## src/hw/pedm_pkg.sv

```systemverilog
/*
  Shared constants and types of the PHY power-down and mode control block.
  Assumes a 125 MHz system clock and a 32-bit classic Wishbone register bus.
*/
package pedm_pkg;

  // ----------------------------------------------------------------------
  // Clock and time base
  // ----------------------------------------------------------------------
  localparam int unsigned CLK_HZ = 125000000;
  localparam int unsigned TICK_MS = 1;
  localparam int unsigned TICK_CYCLES = CLK_HZ / 1000 * TICK_MS;
  localparam int unsigned ENERGY_DETECT_SLEEP_XOVER_MS = 2976;
  localparam int unsigned MAN_XOVER_SAMPLES = 32;
  localparam int unsigned MAN_XOVER_SAMPLE_MS = 62;
  localparam int unsigned MAN_XOVER_MS = MAN_XOVER_SAMPLES * MAN_XOVER_SAMPLE_MS;
  localparam int unsigned ENERGY_LOSS_MS = 256;
  localparam int unsigned ENERGY_LOSS_AN_MS = 1500;
  localparam int unsigned ENERGY_LOSS_TICKS = ENERGY_LOSS_MS / TICK_MS;
  localparam int unsigned ENERGY_LOSS_AN_TICKS = ENERGY_LOSS_AN_MS / TICK_MS;

  // ----------------------------------------------------------------------
  // Register indexes, byte address is four times the index
  // ----------------------------------------------------------------------
  localparam logic [7:0] IDX_CFG = 8'h10;
  localparam logic [7:0] IDX_MODE = 8'h11;
  localparam logic [7:0] IDX_IRQ_STAT = 8'h20;
  localparam logic [7:0] IDX_IRQ_MASK = 8'h21;
  localparam logic [7:0] IDX_CTRL = 8'h22;

  // ----------------------------------------------------------------------
  // Field positions, write masks and reset values
  // ----------------------------------------------------------------------
  localparam int unsigned CFG_EEE_BIT = 2;
  localparam int unsigned CFG_ENERGY_DETECT_SLEEP_XOVER_BIT = 1;
  localparam int unsigned CFG_MAN_XOVER_BIT = 0;
  localparam int unsigned MODE_ENERGY_DETECT_SLEEP_BIT = 13;
  localparam int unsigned MODE_ALTERNATE_IRQ_SELECT_BIT = 6;
  localparam int unsigned MODE_ENERGY_BIT = 1;
  localparam int unsigned CTRL_ANEG_BIT = 0;
  localparam int unsigned CTRL_SRST_BIT = 1;
  localparam int unsigned CTRL_PHYRST_BIT = 2;
  localparam logic [15:0] CFG_WMASK = 16'h0007;
  localparam logic [15:0] MODE_WMASK = 16'h2040;
  localparam logic [15:0] CFG_RST = 16'h0001;
  localparam logic [15:0] MODE_RST = 16'h0000;
  localparam logic [1:0] CTRL_RST = 2'h0;
  localparam logic ENERGY_RST = 1'h1;

  // ----------------------------------------------------------------------
  // Interrupt events
  // ----------------------------------------------------------------------
  localparam int unsigned IRQ_WIDTH = 2;
  localparam int unsigned IRQ_ENERGY_UP = 0;
  localparam int unsigned IRQ_ENERGY_DOWN = 1;

  localparam int unsigned XOVER_W = 13;
  localparam int unsigned TIMER_W = 11;

  typedef enum logic [0:0] {
    EN_ABSENT = 1'b0,
    EN_PRESENT = 1'b1
  } pedm_energy_e;

  typedef struct packed {
    logic low_power_ethernet_enable;
    logic energy_detect_sleep_enable;
    logic alternate_irq_select;
    logic line_energy_present;
    logic aneg_enable;
    logic [XOVER_W-1:0] crossover_extra_ms;
  } pedm_phy_ctrl_s;

endpackage

```

## src/hw/pedm_ctrl.sv

```systemverilog
/*
  PHY energy-detect power-down and crossover-extension control with its
  management registers on a classic Wishbone slave port.
  Assumes one 125 MHz clock, an asynchronous active-low reset, a raw energy
  detector level arriving from the analog front end on another timing, and a
  static auto-negotiation strap pin.
*/
// Register access over Wishbone was chosen for this implementation.
`timescale 1ns/10ps

// Overview of operation
// - Configuration bit 2 turns low-power Ethernet on when set and off when clear, reset 0.
// - With energy-detect sleep enabled and configuration bit 1 set the crossover time grows by 2976 ms.
// - With negotiation off and configuration bit 0 set the crossover time grows by 32 samples of 62 ms, reset 1.
// - The manual crossover-extension bit has no effect while negotiation is enabled.
// - A PHY reset from the device reset control clears the soft-reset fields only while the soft reset bit is set.
// - Mode bit 13 enables energy-detect sleep when 1, reset 0.
// - Mode bit 6 selects the alternate interrupt scheme when 1, reset 0.
// - Read-only mode bit 1 shows line energy and drops after 256 ms without energy, 1500 ms with negotiation.
// - Hardware reset sets the energy bit, and a soft reset does too when negotiation is or will be enabled.
module pedm_ctrl
  import pedm_pkg::*;
#(
  parameter int unsigned TICK_COUNT = TICK_CYCLES
) (
  input wire logic clock,
  input wire logic nrst,
  input wire logic wb_cyc_i,
  input wire logic wb_stb_i,
  input wire logic wb_we_i,
  input wire logic [9:0] wb_adr_i,
  input wire logic [3:0] wb_sel_i,
  input wire logic [31:0] wb_dat_i,
  output logic [31:0] wb_dat_o,
  output logic wb_ack_o,
  input wire logic line_energy_raw,
  input wire logic aneg_strap,
  output pedm_phy_ctrl_s phy_ctrl,
  output logic irq
);

  // ----------------------------------------------------------------------
  // Decoding helpers
  // ----------------------------------------------------------------------
  function automatic logic hit(input logic [9:0] adr, input logic [7:0] idx);
    hit = (adr[9:2] == idx);
  endfunction

  function automatic logic [15:0] merge16(input logic [15:0] old,
                                          input logic [31:0] wd,
                                          input logic [3:0] sel,
                                          input logic [15:0] wmask);
    logic [15:0] nv;
    nv = old;
    if (sel[0]) begin
      nv[7:0] = wd[7:0];
    end
    if (sel[1]) begin
      nv[15:8] = wd[15:8];
    end
    merge16 = (nv & wmask) | (old & ~wmask);
  endfunction

  // ----------------------------------------------------------------------
  // Bus request
  // ----------------------------------------------------------------------
  logic req;
  logic wr;
  logic wr_cfg;
  logic wr_mode;
  logic wr_stat;
  logic wr_mask;
  logic wr_ctrl;

  assign req = wb_cyc_i && wb_stb_i && !wb_ack_o;
  assign wr = req && wb_we_i;
  assign wr_cfg = wr && hit(wb_adr_i, IDX_CFG);
  assign wr_mode = wr && hit(wb_adr_i, IDX_MODE);
  assign wr_stat = wr && hit(wb_adr_i, IDX_IRQ_STAT) && wb_sel_i[0];
  assign wr_mask = wr && hit(wb_adr_i, IDX_IRQ_MASK) && wb_sel_i[0];
  assign wr_ctrl = wr && hit(wb_adr_i, IDX_CTRL) && wb_sel_i[0];

  // ----------------------------------------------------------------------
  // Strap capture and device reset control
  // ----------------------------------------------------------------------
  logic strap_taken;
  logic aneg_strap_q;
  logic [2:0] strap_sync;
  logic [1:0] strap_fill;
  logic [1:0] ctrl;
  logic phy_reset_pulse;
  logic soft_reset_cleared_field_clear;
  logic aneg_en;

  assign aneg_en = ctrl[CTRL_ANEG_BIT];
  assign phy_reset_pulse = wr_ctrl && wb_dat_i[CTRL_PHYRST_BIT];
  assign soft_reset_cleared_field_clear = phy_reset_pulse && ctrl[CTRL_SRST_BIT];

  always_ff @(posedge clock or negedge nrst) begin
    if (!nrst) begin
      strap_sync <= 3'h0;
      strap_fill <= 2'h0;
    end else begin
      strap_sync <= {strap_sync[1:0], aneg_strap};
      if (strap_fill != 2'h3) begin
        strap_fill <= strap_fill + 2'h1;
      end
    end
  end

  always_ff @(posedge clock or negedge nrst) begin
    if (!nrst) begin
      strap_taken <= 1'b0;
      aneg_strap_q <= 1'b0;
    end else if (!strap_taken && strap_fill == 2'h3 && strap_sync[1] == strap_sync[2]) begin
      strap_taken <= 1'b1;
      aneg_strap_q <= strap_sync[2];
    end
  end

  always_ff @(posedge clock or negedge nrst) begin
    if (!nrst) begin
      ctrl <= CTRL_RST;
    end else if (!strap_taken) begin
      ctrl[CTRL_ANEG_BIT] <= strap_sync[2];
    end else if (wr_ctrl) begin
      ctrl <= wb_dat_i[1:0];
    end
  end

  // ----------------------------------------------------------------------
  // Configuration and mode registers
  // ----------------------------------------------------------------------
  logic [15:0] cfg;
  logic [15:0] mode;

  always_ff @(posedge clock or negedge nrst) begin
    if (!nrst) begin
      cfg <= CFG_RST;
    end else if (soft_reset_cleared_field_clear) begin
      cfg <= CFG_RST;
    end else if (wr_cfg) begin
      cfg <= merge16(cfg, wb_dat_i, wb_sel_i, CFG_WMASK);
    end
  end

  always_ff @(posedge clock or negedge nrst) begin
    if (!nrst) begin
      mode <= MODE_RST;
    end else if (soft_reset_cleared_field_clear) begin
      mode <= MODE_RST;
    end else if (wr_mode) begin
      mode <= merge16(mode, wb_dat_i, wb_sel_i, MODE_WMASK);
    end
  end

  // ----------------------------------------------------------------------
  // Line energy input synchroniser
  // ----------------------------------------------------------------------
  logic [2:0] energy_sync;
  logic energy_seen;

  always_ff @(posedge clock or negedge nrst) begin
    if (!nrst) begin
      energy_sync <= 3'h0;
    end else begin
      energy_sync <= {energy_sync[1:0], line_energy_raw};
    end
  end

  always_ff @(posedge clock or negedge nrst) begin
    if (!nrst) begin
      energy_seen <= 1'b0;
    end else if (energy_sync[1] == energy_sync[2]) begin
      energy_seen <= energy_sync[2];
    end
  end

  // ----------------------------------------------------------------------
  // Millisecond tick
  // ----------------------------------------------------------------------
  logic [16:0] tick_cnt;
  logic tick;

  assign tick = (tick_cnt == 17'(TICK_COUNT - 1));

  always_ff @(posedge clock or negedge nrst) begin
    if (!nrst) begin
      tick_cnt <= 17'h0;
    end else if (tick) begin
      tick_cnt <= 17'h0;
    end else begin
      tick_cnt <= tick_cnt + 17'h1;
    end
  end

  // ----------------------------------------------------------------------
  // Energy presence tracking
  // ----------------------------------------------------------------------
  pedm_energy_e energy_state;
  pedm_energy_e next_energy_state;
  logic [TIMER_W-1:0] quiet_ms;
  logic [TIMER_W-1:0] quiet_limit;
  logic soft_energy_set;

  assign quiet_limit = aneg_en ? TIMER_W'(ENERGY_LOSS_AN_TICKS) : TIMER_W'(ENERGY_LOSS_TICKS);
  assign soft_energy_set = phy_reset_pulse && (aneg_en || aneg_strap_q);

  always_comb begin
    next_energy_state = energy_state;
    case (energy_state)
      EN_ABSENT: begin
        if (energy_seen || soft_energy_set) begin
          next_energy_state = EN_PRESENT;
        end
      end
      EN_PRESENT: begin
        if (soft_energy_set) begin
          next_energy_state = EN_PRESENT;
        end else if (!energy_seen && tick && quiet_ms >= quiet_limit - TIMER_W'(1)) begin
          next_energy_state = EN_ABSENT;
        end
      end
      default: begin
        next_energy_state = EN_PRESENT;
      end
    endcase
  end

  always_ff @(posedge clock or negedge nrst) begin
    if (!nrst) begin
      energy_state <= EN_PRESENT;
    end else begin
      energy_state <= next_energy_state;
    end
  end

  always_ff @(posedge clock or negedge nrst) begin
    if (!nrst) begin
      quiet_ms <= '0;
    end else if (energy_seen || soft_energy_set || energy_state == EN_ABSENT) begin
      quiet_ms <= '0;
    end else if (tick) begin
      quiet_ms <= quiet_ms + TIMER_W'(1);
    end
  end

  // ----------------------------------------------------------------------
  // Interrupt status and mask
  // ----------------------------------------------------------------------
  logic [IRQ_WIDTH-1:0] irq_stat;
  logic [IRQ_WIDTH-1:0] irq_mask;
  logic [IRQ_WIDTH-1:0] irq_event;

  assign irq_event[IRQ_ENERGY_UP] = (energy_state == EN_ABSENT) && (next_energy_state == EN_PRESENT);
  assign irq_event[IRQ_ENERGY_DOWN] = (energy_state == EN_PRESENT) && (next_energy_state == EN_ABSENT);

  genvar gi;
  generate
    for (gi = 0; gi < IRQ_WIDTH; gi++) begin : g_irq
      always_ff @(posedge clock or negedge nrst) begin
        if (!nrst) begin
          irq_stat[gi] <= 1'b0;
        end else if (irq_event[gi]) begin
          irq_stat[gi] <= 1'b1;
        end else if (wr_stat && wb_dat_i[gi]) begin
          irq_stat[gi] <= 1'b0;
        end
      end
    end
  endgenerate

  always_ff @(posedge clock or negedge nrst) begin
    if (!nrst) begin
      irq_mask <= '0;
    end else if (wr_mask) begin
      irq_mask <= wb_dat_i[IRQ_WIDTH-1:0];
    end
  end

  assign irq = |(irq_stat & irq_mask);

  // ----------------------------------------------------------------------
  // Outputs toward the PHY core
  // ----------------------------------------------------------------------
  logic [XOVER_W-1:0] next_xover;

  always_comb begin
    next_xover = '0;
    if (mode[MODE_ENERGY_DETECT_SLEEP_BIT] && cfg[CFG_ENERGY_DETECT_SLEEP_XOVER_BIT]) begin
      next_xover = XOVER_W'(ENERGY_DETECT_SLEEP_XOVER_MS);
    end
    if (!aneg_en && cfg[CFG_MAN_XOVER_BIT]) begin
      next_xover = next_xover + XOVER_W'(MAN_XOVER_MS);
    end
  end

  always_ff @(posedge clock or negedge nrst) begin
    if (!nrst) begin
      phy_ctrl <= '0;
    end else begin
      phy_ctrl.low_power_ethernet_enable <= cfg[CFG_EEE_BIT];
      phy_ctrl.energy_detect_sleep_enable <= mode[MODE_ENERGY_DETECT_SLEEP_BIT];
      phy_ctrl.alternate_irq_select <= mode[MODE_ALTERNATE_IRQ_SELECT_BIT];
      phy_ctrl.line_energy_present <= (energy_state == EN_PRESENT);
      phy_ctrl.aneg_enable <= aneg_en;
      phy_ctrl.crossover_extra_ms <= next_xover;
    end
  end

  // ----------------------------------------------------------------------
  // Read data and acknowledge
  // ----------------------------------------------------------------------
  logic [31:0] next_rdata;

  always_comb begin
    next_rdata = 32'h0;
    if (hit(wb_adr_i, IDX_CFG)) begin
      next_rdata[15:0] = cfg & CFG_WMASK;
    end else if (hit(wb_adr_i, IDX_MODE)) begin
      next_rdata[15:0] = mode & MODE_WMASK;
      next_rdata[MODE_ENERGY_BIT] = (energy_state == EN_PRESENT);
    end else if (hit(wb_adr_i, IDX_IRQ_STAT)) begin
      next_rdata[IRQ_WIDTH-1:0] = irq_stat;
    end else if (hit(wb_adr_i, IDX_IRQ_MASK)) begin
      next_rdata[IRQ_WIDTH-1:0] = irq_mask;
    end else if (hit(wb_adr_i, IDX_CTRL)) begin
      next_rdata[1:0] = ctrl;
    end
  end

  always_ff @(posedge clock or negedge nrst) begin
    if (!nrst) begin
      wb_ack_o <= 1'b0;
    end else begin
      wb_ack_o <= req;
    end
  end

  always_ff @(posedge clock or negedge nrst) begin
    if (!nrst) begin
      wb_dat_o <= 32'h0;
    end else if (req && !wb_we_i) begin
      wb_dat_o <= next_rdata;
    end
  end

endmodule

```

## config.mk

```make
export PLATFORM = sky130hd
export DESIGN_NAME = pedm_ctrl
export DESIGN_NICKNAME = d
export VERILOG_FILES = /design/src/hw/pedm_pkg.sv /design/src/hw/pedm_ctrl.sv
export SDC_FILE = /design/constraint.sdc
export NUM_CORES = 1
export LEC_CHECK = 0
export ABC_CLOCK_PERIOD_IN_PS = 5700
export BUFFER_PORTS_ARGS = -buffer_cell sky130_fd_sc_hd__buf_4
export CAP_MARGIN = 20
export CORE_MARGIN = 3
export CORE_UTILIZATION = 55
export DETAILED_ROUTE_END_ITERATION = 7
export PLACE_DENSITY = 0.86
export SLEW_MARGIN = 20
export SYNTH_ARGS = -nofsm -noshare
export SYNTH_HDL_FRONTEND = slang
export SYNTH_SLANG_ARGS = --single-unit
export TNS_END_PERCENT = 30
```

## constraint.sdc

```tcl
create_clock -name clock -period 5.7 [get_ports clock]
set_input_delay 1.14 -clock clock [delete_from_list [all_inputs] [get_ports clock]]
set_output_delay 1.14 -clock clock [all_outputs]
set_load 0.005 [all_outputs]
```

==> results.md <==
- The run finished with clean final reports.
- The first detailed-routing pass took 4 iterations.
- On the worst path, the slowest cell contributes a delay of 0.83 ns.
- The data required time of the critical path is 5.92 ns.
- The height of the die is 85.07 µm.
- The number of H-tree levels is 3.
- The total grt overflow is 0.
- The number of nets at the end of the flow is 440.
- A synthesized cell averages 10.39 µm².
- In the final timing run, aggregate negative setup slack is 0 ns.
- In this run the register-to-register setup slack is between 3 and 4 ns.
- The number of clock sinks is 69.
- Yosys printed 0 warnings.
- STA puts the critical path data arrival time at 3.16 ns.
- The die covers approximately 7200 µm².
- The power density of the placed cells is 249.7 nW/µm².
- The clock tree root buffer cell is clkbuf_8.
- The cell type of the slowest stage on the worst timing path is o41ai_4.
- The routed wire length is 6714 µm.
- The clock buffer count from CTS is 9.
- The largest driver fanout on the critical path is 15.
- In the global route stage, overall resource usage came out at 19.26%.
- Walking the worst path, the cells encountered are buf_4 -> or4b_1 -> o41ai_4 -> nor2_1 -> mux2_2.
- The number of antenna-violating nets in the routed design is 0.
- The number of DRC violations after detailed routing is 0.
- The count of input and output buffers is 41.
- The final-report max-slew violation count was 0.
- The reported max-cap violation count is 0.
- The die is 85.07 µm wide.
- The endpoint of the most critical register-to-register path is irq_stat[1]$_DFFE_PN0P_.
- The clock tree from TritonCTS is built.
- The setup path with the least slack is of type in2reg.
- The final antenna diode count is 0.
- The global-route wire length before repair is 11170 µm.
- The clock period minus worst slack is 2.937 ns.
- The final route contains 2611 vias.
- The highest signal layer in the routed design is met4.
- In the final layout, the multi-input gates occupy roughly 1500 µm².
- The worst hold path passes through 0 cells.
- The worst setup skew after layout is 0.006341 ns.
- In this run the tightest slew margin relative to its limit is 44.38%.
- The fraction of registers with async set/reset is 100.0%.
- The cell area after placement is 3679 µm².
- Once the floorplan was initialized, standard cells occupied 57.39% of the core.
- In this run the most critical hold path is launched from energy_sync[0]$_DFF_PN0_.
- The arithmetic-cell share of the synthesized area counting full adders, half adders and majority gates is 4.294%.
- The clock latency on the worst-skew pair is 0.34 ns.
- In the final routed layout, each cell accounts on average for 14.72 µm.
- The actual slew at the worst max-slew pin is just over 0.8 ns.
- The cell count after synthesis is about 330.
- The share of the synthesized area in compound gates (AO/OA/AOI/OAI) is 10.48%.
- The number of primary I/O pins is 105.
- The startpoint of the worst register-to-register path is tick_cnt[12]$_DFF_PN0_.
- Setup violations remaining at the end of the flow were counted as 0.
- At the end of routability-driven placement, the weighted congestion stood at 0.8511.
- In this run the number of cells on the critical path is 5.
- After synthesis, the largest family of logic cells by area is simple AND/OR/NAND/NOR gates.
- Relative to the synthesized area, the layout overhead comes to 12.99%.
- The number of hold buffers added after CTS was 0.
- The element type at the critical path end is a flop.
- The detailed-routed wire length on met3 is 459 µm.
- The parity-gate share of the synthesized area counting xor and xnor cells is 3.311%.
- Sorting the synthesized cells by area gives the leading types as dfrtp_1 49%, buf_4 7.4%, ha_1 4.0%, nand4_1 2.9%, o21ai_0 2.9%.
- Registers take 1729 µm².
- The number of buffers and inverters on the critical path is 1.
- Summed over all cells, the static leakage comes to roughly 1.8 nW.
- The number of standard-cell rows in the floorplan is 28.
- The length of routed wiring on met1 is 2826 µm.
- After clock tree synthesis, the clock-pin slew on the worst setup and hold paths is 0.07 ns.
- The cell type with the largest total area after synthesis is dfrtp_1.
- The detailed router finished its first iteration with 173 violations.
- The via count normalized by instance count is 5.726.
- Grouping stages by cell kind, the critical path spends the most delay in compound AO/OA/AOI/OAI gates.
- In the final layout, the share of cells above drive strength 1 is between 10% and 20%.
- For this run, the leading register cell type out of synthesis is dfrtp_1.
- Of the post-synthesis cell area, the dominant cell type holds 48.76%.
- The core region is 5991 µm².
- Setup repair after global routing left no endpoint under its margin.
- The count of filler cells inserted in the layout is 508.
- For this run, the top clock speed supported by timing is 0.3404 GHz.
- The number of enable flip-flop cells after synthesis is 0.
- Of the synthesized area, sequential elements account for 50.29%.
- The number of antenna violations at the first check in global routing was 0.
- Dividing the final minimum period by the clock period gives between 50% and 60%.
- In the synthesized netlist, mux cells make up around 2.8% of the area.
- The count of state elements after synthesis is 69.
- In this run the cell area of the synthesized design comes to approximately 3400 µm².
- In this run, distinct cell masters in the synthesized netlist total 52.
- The count of endpoints failing hold in the final timing report came to 0.
- Post-CTS timing repair inserted 0 buffers for setup.
- The number of cells traversed by the worst register-to-register path is 4.
- Counting along the longest clock path gives a buffer depth of 2.
- Across the VDD grid, the largest voltage drop is 0.1716 mV.
- The critical path startpoint category is a primary input.
- Once detailed placement completed, the half-perimeter wirelength came to 4673 µm.
- The via count of the first global-routing pass came to 2472.
- The fraction of the core area covered by cells at the end of the flow is 64.85%.
- The top cell types in the final layout, fill and taps aside, are 67 x dfrtp_1, 41 x buf_4, 32 x conb_1.
- Gates resized during post-CTS repair numbered 0.
- Detailed routing placed a total of 3310 µm of wire on met2.
- Entering global routing, the biggest net connects 70 pins.
- For hold timing, the worst endpoint is energy_sync[1]$_DFF_PN0_.
- The synthesized netlist devotes 18.85% of its cell area to simple gates.
- The final standard cell area without fillers is between 3000 and 4000 µm².
- The library cell used most frequently in the layout, excluding fill and tap cells, is dfrtp_1.
- The min-delay analysis places its worst path in the category reg2reg.
stage by stage:
stage | power, mW | hold WS [ns] | setup WS [ns] | std cells
3_5_place_dp | 0.5847 | 0.3373 | 2.471 | 440
5_1_grt | 1.013 | 0.3739 | 2.702 | 456
3_3_place_gp | 0.5819 | 0.3316 | 2.523 | 440
4_1_cts | 0.9791 | 0.3542 | 2.796 | 456
2_1_floorplan | 0.5626 | 0.3312 | 2.896 | 362
6_report | 0.9701 | 0.3509 | 2.763 | 456
kinds of logic after synthesis:
kind of cell	count (synthesis)
adders and majority gates	12
xor gates and xnor gates	13
muxes	9
other	1
buffers and inverters	54
and+or+nand+nor	116
DFF	69
AOI/OAI and AO/OA	57
cell usage after synthesis, types with 2 or more instances:
master,instances
dfrtp_1,67
buf_4,34
nor2_1,25
nand2_1,24
o21ai_0,20
a21oi_1,17
inv_1,16
nand4_1,16
ha_1,11
nand3_1,8
or3_1,8
xor2_1,8
mux2_2,6
and4_1,5
nor3_1,5
xnor2_1,5
nor4_1,4
a31oi_1,3
and3_1,3
clkbuf_1,3
mux2i_1,3
nor4b_1,3
o31ai_1,3
dfstp_2,2
nand3b_1,2
nor2b_1,2
o22ai_1,2
or4_1,2
sequential cells by signal, indices dropped and copies added (netlist names), 2 cells and up:
| register | count |
|---|---|
| energy_sync | 3 |
| irq_stat | 2 |
| tick_cnt | 17 |
| irq_mask | 2 |
| cfg | 3 |
| strap_sync | 3 |
| phy_ctrl | 12 |
| quiet_ms | 11 |
| wb_dat_o | 5 |
| mode | 2 |
| ctrl | 2 |
| strap_fill | 2 |
report_power, final:
part | switching [mW] | leakage [nW] | internal (mW)
Sequential | 0.00826 | 0.895 | 0.499
Clock | 0.180 | 0.106 | 0.213
Combinational | 0.0418 | 0.837 | 0.0276
layer usage:
metal,global-route usage [%],vias up
li1,-,1214
met1,24.18,1275
met2,31.92,111
met3,4.466,11
met4,8.345,0
met5,0,-
worst reg2reg max path, delay by kind of cell, from the launching register on:
kind | cells | cell delay, ns
DFF | 1 | 0.44
and+or+nand+nor | 4 | 1.69
cell type report:
cell class	instances	share of cell area (%)
clock buffer	10	3.543
sequential	69	44.51
tap	75	2.415
timing repair buffer	41	7.923
multi-input combinational	239	38.45
inverter	16	1.546
clock inverter	6	1.610
how the worst max path moves through the flow:
| stage | start | endpoint |
|---|---|---|
| 6_report | wb_adr_i[6] | quiet_ms[5]$_DFFE_PN0P_ |
| 5_1_grt | wb_adr_i[6] | quiet_ms[5]$_DFFE_PN0P_ |
| 4_1_cts | wb_adr_i[6] | quiet_ms[5]$_DFFE_PN0P_ |
| 3_5_place_dp | wb_adr_i[6] | quiet_ms[5]$_DFFE_PN0P_ |
| 3_3_place_gp | wb_adr_i[6] | quiet_ms[7]$_DFFE_PN0P_ |
| 2_1_floorplan | wb_adr_i[3] | quiet_ms[7]$_DFFE_PN0P_ |
No activity file was read; power rests on OpenSTA's default activity.
